==> src/logic/relay_seq_defs.svh <==
`ifndef RELAY_SEQ_DEFS_SVH
`define RELAY_SEQ_DEFS_SVH

`define RQ_BANK_W 4
`define RQ_DATA_W 16
`define RQ_NUM_BANKS 16
`define RQ_QUEUE_DEPTH 16
`define RQ_PTR_W 4
`define RQ_CNT_W 19
`define RQ_PULSE_MS 7
`define RQ_CLK_KHZ 50000
`define RQ_PULSE_CYCLES (`RQ_PULSE_MS * `RQ_CLK_KHZ)
`define RQ_STATE_RST 5'h01

`endif

==> src/logic/relay_seq_pkg.sv <==
`include "relay_seq_defs.svh"

package relay_seq_pkg;

  typedef enum logic [4:0] {
    ST_CLEAR = 5'h01,
    ST_IDLE = 5'h02,
    ST_LOAD = 5'h04,
    ST_PULSE = 5'h08,
    ST_GAP = 5'h10
  } seq_state_t;

endpackage : relay_seq_pkg

==> src/logic/relay_command_queue_sequencer.sv <==
`timescale 1ns/1ps
`include "relay_seq_defs.svh"

// What this block does
// - each written command, bank address and pattern, is stored in a queue
// - bus acknowledge goes active once the command sits in the queue
// - on the same edge that acknowledges, the bus side tells the drain side to start
// - while the queue is not empty, pop entries and pulse coils for 7 ms
// - keep popping entries until the active-low empty flag shows none left
// - interrupt is raised on empty, only after the last pulse ended
// - one interrupt per command list, never one per relay
// - after any reset every relay bank is driven open
// - coils are unpowered whenever no switching pulse is running
module relay_command_queue_sequencer
  import relay_seq_pkg::*;
#(
  parameter int PULSE_CYCLES = `RQ_PULSE_CYCLES
) (
  input wire logic SYS_CLK,
  input wire logic SYS_RST,
  input wire logic CLK_EN,
  input wire logic WR_STROBE_N,
  input wire logic [`RQ_BANK_W-1:0] WR_BANK,
  input wire logic [`RQ_DATA_W-1:0] WR_DATA,
  output logic DTACK_N,
  output logic IRQ_N,
  input wire logic IRQ_ACK_N,
  output logic COIL_FIRE,
  output logic [`RQ_BANK_W-1:0] COIL_BANK,
  output logic [`RQ_DATA_W-1:0] COIL_PATTERN
);
  localparam logic [`RQ_CNT_W-1:0] PULSE_LAST = `RQ_CNT_W'(PULSE_CYCLES - 1);
  localparam logic [`RQ_BANK_W-1:0] LAST_BANK = `RQ_BANK_W'(`RQ_NUM_BANKS - 1);

  // three-stage synchronisers; a change counts when stages two and three agree
  logic [2:0] stb_sync_ff;
  logic [2:0] ack_sync_ff;
  logic strobe_act_ff;
  logic iack_act_ff;
  logic iack_prev_ff;

  logic acked_ff;
  logic drain_go_ff;
  logic list_active_ff;
  logic irq_ff;
  logic fire_ff;
  logic clearing_ff;
  logic [`RQ_BANK_W-1:0] clear_bank_ff;
  logic [`RQ_BANK_W-1:0] bank_ff;
  logic [`RQ_DATA_W-1:0] pattern_ff;
  logic [`RQ_CNT_W-1:0] pulse_cnt_ff;
  seq_state_t state_ff;
  seq_state_t nxt_state;

  wire q_empty_n;
  wire q_full;
  wire [`RQ_BANK_W-1:0] q_bank;
  wire [`RQ_DATA_W-1:0] q_data;

  wire push = strobe_act_ff && !acked_ff && !q_full;
  wire pop = (state_ff == ST_LOAD);
  wire pulse_end = (state_ff == ST_PULSE) && (pulse_cnt_ff == PULSE_LAST);
  wire start_list = (state_ff == ST_IDLE) && drain_go_ff && q_empty_n;
  wire list_done = (state_ff == ST_GAP) && !clearing_ff && !q_empty_n;
  wire irq_set = list_done && list_active_ff;
  wire iack_rise = iack_act_ff && !iack_prev_ff;

  cmd_queue u_queue (
    .clk(SYS_CLK),
    .rst(SYS_RST),
    .ce(CLK_EN),
    .push(push),
    .pop(pop),
    .wr_bank(WR_BANK),
    .wr_data(WR_DATA),
    .rd_bank(q_bank),
    .rd_data(q_data),
    .empty_n(q_empty_n),
    .full(q_full)
  );

  assign DTACK_N = !acked_ff;
  assign IRQ_N = !irq_ff;
  assign COIL_FIRE = fire_ff;
  assign COIL_BANK = bank_ff;
  assign COIL_PATTERN = pattern_ff;

  always_ff @(posedge SYS_CLK) begin
    if (SYS_RST) begin
      stb_sync_ff <= 3'h7;
      ack_sync_ff <= 3'h7;
      strobe_act_ff <= 1'b0;
      iack_act_ff <= 1'b0;
      iack_prev_ff <= 1'b0;
    end else if (CLK_EN) begin
      stb_sync_ff <= {stb_sync_ff[1:0], WR_STROBE_N};
      ack_sync_ff <= {ack_sync_ff[1:0], IRQ_ACK_N};
      if (stb_sync_ff[1] == stb_sync_ff[2]) strobe_act_ff <= !stb_sync_ff[2];
      if (ack_sync_ff[1] == ack_sync_ff[2]) iack_act_ff <= !ack_sync_ff[2];
      iack_prev_ff <= iack_act_ff;
    end
  end

  // acknowledge holds until the commander releases its strobe; a full queue
  // simply stretches the bus cycle instead of dropping the command
  always_ff @(posedge SYS_CLK) begin
    if (SYS_RST) begin
      acked_ff <= 1'b0;
      drain_go_ff <= 1'b0;
      irq_ff <= 1'b0;
    end else if (CLK_EN) begin
      if (push) acked_ff <= 1'b1;
      else if (!strobe_act_ff) acked_ff <= 1'b0;
      if (push) drain_go_ff <= 1'b1;
      else if (start_list) drain_go_ff <= 1'b0;
      if (irq_set) irq_ff <= 1'b1;
      else if (iack_rise) irq_ff <= 1'b0;
    end
  end

  always_comb begin
    nxt_state = state_ff;
    unique case (state_ff)
      ST_CLEAR: nxt_state = ST_PULSE;
      ST_IDLE: if (start_list) nxt_state = ST_LOAD;
      ST_LOAD: nxt_state = ST_PULSE;
      ST_PULSE: if (pulse_end) nxt_state = ST_GAP;
      ST_GAP: begin
        if (clearing_ff) nxt_state = (clear_bank_ff == LAST_BANK) ? ST_IDLE : ST_CLEAR;
        else if (q_empty_n) nxt_state = ST_LOAD;
        else nxt_state = ST_IDLE;
      end
      default: nxt_state = ST_CLEAR;
    endcase
  end

  always_ff @(posedge SYS_CLK) begin
    if (SYS_RST) begin
      state_ff <= ST_CLEAR;
      clearing_ff <= 1'b1;
      clear_bank_ff <= '0;
      list_active_ff <= 1'b0;
      fire_ff <= 1'b0;
      bank_ff <= '0;
      pattern_ff <= '0;
      pulse_cnt_ff <= '0;
    end else if (CLK_EN) begin
      state_ff <= nxt_state;
      fire_ff <= (nxt_state == ST_PULSE);
      if (state_ff == ST_PULSE) pulse_cnt_ff <= pulse_cnt_ff + 1'b1;
      else pulse_cnt_ff <= '0;
      if (state_ff == ST_CLEAR) begin
        bank_ff <= clear_bank_ff;
        pattern_ff <= '0;
      end
      if (pop) begin
        bank_ff <= q_bank;
        pattern_ff <= q_data;
      end
      if (state_ff == ST_GAP && clearing_ff) begin
        if (clear_bank_ff == LAST_BANK) clearing_ff <= 1'b0;
        else clear_bank_ff <= clear_bank_ff + 1'b1;
      end
      if (start_list) list_active_ff <= 1'b1;
      else if (list_done) list_active_ff <= 1'b0;
    end
  end
endmodule : relay_command_queue_sequencer

==> src/logic/cmd_queue.sv <==
`timescale 1ns/1ps
`include "relay_seq_defs.svh"

module cmd_queue (
  input wire logic clk,
  input wire logic rst,
  input wire logic ce,
  input wire logic push,
  input wire logic pop,
  input wire logic [`RQ_BANK_W-1:0] wr_bank,
  input wire logic [`RQ_DATA_W-1:0] wr_data,
  output logic [`RQ_BANK_W-1:0] rd_bank,
  output logic [`RQ_DATA_W-1:0] rd_data,
  output logic empty_n,
  output logic full
);
  logic [`RQ_BANK_W+`RQ_DATA_W-1:0] mem [`RQ_QUEUE_DEPTH];
  logic [`RQ_PTR_W-1:0] wr_ptr_ff;
  logic [`RQ_PTR_W-1:0] rd_ptr_ff;
  logic [`RQ_PTR_W:0] count_ff;
  wire do_push = push && !full;
  wire do_pop = pop && empty_n;

  assign empty_n = (count_ff != '0);
  assign full = (count_ff == (`RQ_PTR_W+1)'(`RQ_QUEUE_DEPTH));
  assign {rd_bank, rd_data} = mem[rd_ptr_ff];

  always_ff @(posedge clk) begin
    if (ce && do_push) begin
      mem[wr_ptr_ff] <= {wr_bank, wr_data};
    end
  end

  always_ff @(posedge clk) begin
    if (rst) begin
      wr_ptr_ff <= '0;
      rd_ptr_ff <= '0;
      count_ff <= '0;
    end else if (ce) begin
      if (do_push) wr_ptr_ff <= wr_ptr_ff + 1'b1;
      if (do_pop) rd_ptr_ff <= rd_ptr_ff + 1'b1;
      if (do_push && !do_pop) count_ff <= count_ff + 1'b1;
      else if (do_pop && !do_push) count_ff <= count_ff - 1'b1;
    end
  end
endmodule : cmd_queue

==> config.mk <==
export PLATFORM = sky130hd
export DESIGN_NAME = relay_command_queue_sequencer
export DESIGN_NICKNAME = d
export VERILOG_FILES = /design/src/logic/relay_seq_pkg.sv /design/src/logic/relay_command_queue_sequencer.sv /design/src/logic/cmd_queue.sv
export VERILOG_INCLUDE_DIRS = /design/src /design/src/logic
export SDC_FILE = /design/constraint.sdc
export NUM_CORES = 1
export LEC_CHECK = 0
export BUFFER_PORTS_ARGS = -buffer_cell sky130_fd_sc_hd__buf_2
export CELL_PAD_IN_SITES_DETAIL_PLACEMENT = 1
export CELL_PAD_IN_SITES_GLOBAL_PLACEMENT = 2
export CORE_MARGIN = 2
export CORE_UTILIZATION = 51
export DETAILED_ROUTE_END_ITERATION = 6
export GPL_ROUTABILITY_DRIVEN = 0
export PLACE_DENSITY = 0.92
export REMOVE_ABC_BUFFERS = 1
export SYNTH_ARGS = -nofsm -noshare
export SYNTH_HDL_FRONTEND = slang
export SYNTH_SLANG_ARGS = --single-unit
==> constraint.sdc <==
create_clock -name SYS_CLK -period 9 [get_ports SYS_CLK]
set_input_delay 0.45 -clock SYS_CLK [delete_from_list [all_inputs] [get_ports SYS_CLK]]
set_output_delay 0.45 -clock SYS_CLK [all_outputs]
set_load 0.1 [all_outputs]
Yosys cells after proc, flatten, opt, wreduce, memory -nomap -nowiden
Memory sizes are Yosys's and may differ from the RTL's. A register that Yosys moved wholly into a read port is not among the register bits.
Cells that the tools add are included.
{"block": "classes", "muxes": 25, "eq_ne": 12, "reduce_logical": 44, "order_cmp": 0, "bitwise": 1, "n_div": 0, "shifts": 0, "mul": 0, "n_addsub": 6}
{"cell": "2-to-1 mux 16 bit", "count": 2}
{"cell": "2-to-1 mux 5 bit", "count": 4}
{"cell": "one-hot mux 5 bit (4 select lines)", "count": 1}
{"cell": "AND reduction 2 bit", "count": 10}
{"cell": "adder 19 x 1 -> 19 bit (second input constant)", "count": 1}
{"cell": "equality test 19 bit (second input constant)", "count": 1}
{"cell": "2-to-1 mux 19 bit", "count": 1}
{"cell": "2-to-1 mux 4 bit", "count": 4}
{"cell": "logical AND 1 bit", "count": 15}
{"cell": "adder 4 x 1 -> 4 bit (second input constant)", "count": 3}
{"cell": "equality test 5 x 4 -> 1 bit (second input constant)", "count": 2}
{"cell": "equality test 5 bit (second input constant)", "count": 2}
{"cell": "logical NOT 1 bit", "count": 10}
{"cell": "2-to-1 mux 1 bit", "count": 10}
{"cell": "nonzero test 2 bit", "count": 5}
{"cell": "2-to-1 mux 3 bit", "count": 2}
{"cell": "AND reduction 3 bit", "count": 2}
{"cell": "adder 5 x 1 -> 5 bit (second input constant)", "count": 1}
{"cell": "equality test 5 x 1 -> 1 bit (second input constant)", "count": 1}
{"cell": "equality test 5 x 2 -> 1 bit (second input constant)", "count": 1}
{"cell": "equality test 5 x 3 -> 1 bit (second input constant)", "count": 1}
{"cell": "nonzero test 5 bit", "count": 1}
{"cell": "subtractor 5 x 1 -> 5 bit (second input constant)", "count": 1}
{"cell": "equality test 4 bit (second input constant)", "count": 1}
{"cell": "5 further kinds", "count": 6}
{"block": "word_totals", "latchBits": 0, "romBits": 0, "word_cells": 108, "n_memories": 1, "mem_bits_rw": 320, "out_inout_bits": 23, "regBits": 76}
{"memory": "u_queue.mem", "depth": 16, "word_bits": 20, "read_ports": 1, "rd_clocked_by_memory_dff": 1, "wr": 1, "line_no": "cmd_queue.sv:17", "rtl": "logic [`RQ_BANK_W+`RQ_DATA_W-1:0] mem [`RQ_QUEUE_DEPTH];"}

Depth between registers and ports, before layout
{"block": "depth", "depth_word": 8, "mapped_depth": 12}

By module
A second synthesis with hierarchy kept.
{"block": "hier_totals", "cells_unflattened": 917, "area_unflattened_um2": 15740.1}
{"module": "cmd_queue", "area_per_inst_um2": 12922.4, "cells_each": 610, "n_inst": 1}
{"module": "relay_command_queue_sequencer", "area_per_inst_um2": 2817.7, "cells_each": 307, "n_inst": 1}

Worst setup path before layout
No wires, ideal clock.
{"block": "synth_path", "kind": "input to register", "startpoint": "input port CLK_EN", "endpoint": "memory u_queue.mem[3][0] (netlist name), enable pin", "stages": 5, "required_time_ns": 8.578, "t_arrival_ns": 2.720, "setup_time_ns": 0.422, "path_slack_ns": 5.858, "path_cell_list": "inv_2 clkbuf_1 a211oi_2 nand2_1 nor3_1"}
{"block": "synth_via", "elab_chain_len": 3}
{"element": "start: declaration", "line_no": "relay_command_queue_sequencer.sv:21", "rtl": "input wire logic CLK_EN,"}
{"element": "logical AND 1 bit", "line_no": "cmd_queue.sv:29", "rtl": "if (ce && do_push) begin"}
{"element": "2-to-1 mux 1 bit", "line_no": "cmd_queue.sv:29"}
{"element": "2-to-1 mux 1 bit (implied by the code)", "line_no": "cmd_queue.sv:30", "rtl": "mem[wr_ptr_ff] <= {wr_bank, wr_data};"}
{"element": "end: declaration", "line_no": "cmd_queue.sv:17"}
No other way between the ends.

Worst setup path after layout
{"block": "layout_path", "startpoint": "register state_ff[3]", "endpoint": "register u_queue.count_ff[4]"}
{"block": "layout_via", "elab_chain_len": 6}
{"element": "start: declaration", "line_no": "relay_command_queue_sequencer.sv:52", "rtl": "seq_state_t state_ff;"}
{"element": "start signal: assignment", "line_no": "relay_command_queue_sequencer.sv:148", "rtl": "state_ff <= nxt_state;"}
{"element": "equality test 5 x 3 -> 1 bit (*)", "line_no": "relay_command_queue_sequencer.sv:61", "rtl": "wire pop = (state_ff == ST_LOAD);"}
{"element": "logical AND 1 bit (*)", "line_no": "cmd_queue.sv:22", "rtl": "wire do_pop = pop && empty_n;"}
{"element": "logical NOT 1 bit", "line_no": "cmd_queue.sv:42", "rtl": "if (do_push && !do_pop) count_ff <= count_ff + 1'b1;"}
{"element": "logical AND 1 bit", "line_no": "cmd_queue.sv:42"}
{"element": "nonzero test 2 bit (no source line)"}
{"element": "AND reduction 2 bit (no source line)"}
{"element": "end signal: assignment", "line_no": "cmd_queue.sv:42"}
{"element": "end signal: assignment", "line_no": "cmd_queue.sv:43", "rtl": "else if (do_pop && !do_push) count_ff <= count_ff - 1'b1;"}
{"element": "end: declaration", "line_no": "cmd_queue.sv:20", "rtl": "logic [`RQ_PTR_W:0] count_ff;"}
Mark *: on every way between the ends. The rest lies on a longest branch, timed or not.
A chain may end at the register's enable or synchronous reset.

==> summary.md <==
| Metric | Value |
|---|---|
| Layout cells sized above 1 | `24.58%` |
| Post-Synthesis Cells | `909` |
| Routed WL | `36360 um` |
| Port bufs | `47` |
| Final Setup Violations | `0` |
| Fin cells | `1402` |
| CP endpoint kind | `flip-flop` |
| Routed vias/inst | `6.022` |
| CTS max path bufs | `3` |
| Worst Hold Depth | `2` |
| Synth unique cells | `56` |
| Total die area | `0.03226 mm^2` |
| Syn avg cell area | `roughly 17 um^2` |
| Final Max Slew Viols | `0` |
| Worst Hold Class | `in2reg` |
| IO Count | `48` |
| Syn. warnings | `0` |
| Nets@finish | `1009` |
| Critical setup path kind | `reg2reg` |
| R2r startpoint | `state_ff[3]` |
| Layout Utilization | `58.07%` |
| Largest net degree at the start of global routing | `52` |
| Fin. Hold Viols | `0` |
| Cts bufs inserted | `42` |
| Flop2flop setup slack | `5.42 ns` |
| Synth area leaders | `edfxtp_1, mux4_2, dfxtp_1` |
| Max-cap violation count | `0` |
| Synth top area share | `61.10%` |
| Hold Path Origin | `WR_STROBE_N` |
| CTS resizes | `0` |
| Crit path launch type | `flip-flop` |
| Antenna viol nets, final | `0` |
| Cell taking the most area after synthesis | `edfxtp_1` |
| Post-synth EDFFs | `320` |
| Vias in the first global route | `9116` |
| Detail Placement HPWL | `approximately 23000 um` |
| F_max | `0.2793 GHz` |
| GRT Resource Usage Total | `between 20% and 30%` |
| CTS clk-pin slew, worst paths | `around 0.060 ns` |
| Cells after DPL | `roughly 1300` |
| Drt initial violations | `767` |
| Die width | `approximately 180 um` |
| Routed length per instance | `around 26 um` |
| Std-Cell Rows | `64` |
| RSZ-0062 raised after global routing | `no` |
| Critical path required time | `9.44 ns` |
| Top cells by count, synth | `edfxtp_1, dfxtp_1, mux4_2` |
| Outcome | `complete, no violations` |
| Async S/R FF share, synth | `0%` |
| Overflow after GRT | `0` |
| DR DRC count | `0` |
| DRT Pass-1 Iters | `5` |
| Dominant cell by count in the synthesized netlist | `edfxtp_1` |
| Clk_lat worst skew | `0.57 ns` |
| CTS tree | `done` |
| Chip Height | `179.6 um` |
| Slew HR | `10.09%` |
| Final period utilization | `39.79%` |
| Worst r2r path cells | `10` |
| Initial Util | `around half` |
| Power per Cell Area | `208.6 mW/mm^2` |
| Core area | `0.03051 mm^2` |
| Worst-margin pin slew | `1.347 ns` |
| Post-CTS setup buffer count | `0` |
| Worst vdd ir | `~220 uV` |
| Crit path DAT | `4.02 ns` |
| Wire length of the first global-routing pass | `roughly 56000 um` |
| Reg2reg end | `u_queue.count_ff[4]` |
| Seq/Total Area, Yosys | `71.29%` |
| H-tree depth | `2` |
| Post-route clock skew | `0.02791 ns` |
| Number of antenna violations at the first check in global routing | `1` |
| Root buffer cell | `clkbuf_16` |
| Pleak | `5.621 nW` |
| Peak fanout along the critical path | `9` |
| Yosys reg bits | `400` |
| Synth-to-Final Area Change | `12.66%` |
| Hold_buf cts | `0` |
| Commonest register cell after synthesis | `edfxtp_1` |
| Via count | `about 8400` |
| TNS Setup | `0 ns` |
| # clock sinks | `400` |
| Hold endpoint | `stb_sync_ff[0]` |
| Netlist Area Pre-Place | `0.01573 mm^2` |
| Post-layout min period | `around 3.6 ns` |
## worst max-delay path: stages (launching register included)
cell and delay (ns):
dfxtp_1 0.45, nor2_1 0.24, nor4bb_1 0.92, nand2_1 0.16, ha_1 0.30, inv_1 0.15, ha_1 0.28, nor2b_1 0.15
o21a_1 0.19, o31ai_1 0.27, mux2_2 0.36
## layer usage
layer  wire length (um)  GRT usage, %  vias up
li1                   -             -     3683
met1              14760         29.81     4442
met2              18870         39.34      240
met3               1572         3.282       78
met4               1158         8.683        0
met5                  0             0        -
## worst max path at each step
stage / cells after the start / startpoint / slack, ns / endpoint
after floorplan: 4 / flip-flop / 4.83 / COIL_PATTERN[0]
after global placement: 5 / CLK_EN / 5.48 / u_queue.mem[12][10]
after detailed placement: 5 / CLK_EN / 5.29 / u_queue.mem[12][9]
after CTS: 10 / state_ff[3] / 5.45 / u_queue.count_ff[4]
after global routing: 10 / state_ff[3] / 5.12 / u_queue.count_ff[4]
final: 10 / state_ff[3] / 5.42 / u_queue.count_ff[4]
## placed cells by master (no fill, tap or decap), types with 12 or more instances in the layout
master / instances
edfxtp_1: 320
a22oi_1: 12
nand2_1: 36
nor2_2: 13
clkinv_2: 12
nor2_1: 57
o21ai_0: 14
clkbuf_16: 42
mux4_2: 77
buf_2: 47
mux2_2: 14
a21oi_1: 21
xor2_1: 19
buf_4: 17
mux2i_1: 31
inv_1: 12
dfxtp_1: 77
nand3_1: 12
nand4_1: 13
## flip-flops by register name, indices dropped and copies added, names as in the netlist, 3 cells and up, named ones only
register,cells
u_queue.wr_ptr_ff,4
u_queue.rd_ptr_ff,4
u_queue.mem,320
ack_sync_ff,3
COIL_PATTERN,16
state_ff,5
u_queue.count_ff,5
COIL_BANK,4
stb_sync_ff,3
pulse_cnt_ff,19
clear_bank_ff,4
## power breakdown
part | internal, W | switching (W)
clock network | 0.000911 | 0.000713
logic | 0.0000150 | 0.0000534
registers | 0.00200 | 0.00000603
total | 0.00292 | 0.000772
## final cells by class
class | count | area [um^2]
antenna | 1 | 2.502
clock buffer | 50 | 1101
clock inverter | 27 | 195.2
fill | 2719 | 12790
inverter | 13 | 48.80
multi-input combinational | 450 | 4277
sequential | 400 | 11220
tap | 396 | 495.5
timing repair buffer | 65 | 377.9
## per-stage QoR
step / hold slack [ns] / instance area (um^2) / power, W / setup WS (ns)
6_report: 0.1244 / 17720 / 0.003696 / 5.419
5_1_grt: 0.1206 / 17720 / 0.003788 / 5.120
4_1_cts: 0.1139 / 17700 / 0.003716 / 5.451
3_5_place_dp: 0.4580 / 16400 / 0.002112 / 5.295
3_3_place_gp: 0.4397 / 16400 / 0.002107 / 5.476
2_1_floorplan: 0.4308 / 15480 / 0.002069 / 4.833
## cell families after synthesis
| kind of cell | share of synthesized area (%) |
|---|---|
| AND/OR/NAND/NOR | 6.317 |
| adder cells (fa/ha/maj) | 1.002 |
| XOR/XNOR | 1.671 |
| multiplexers | 14.00 |
| flip-flops | 71.29 |
| buffers and inverters | 1.854 |
| AO/OA/AOI/OAI | 3.867 |
(Power assumes the default switching activity.)
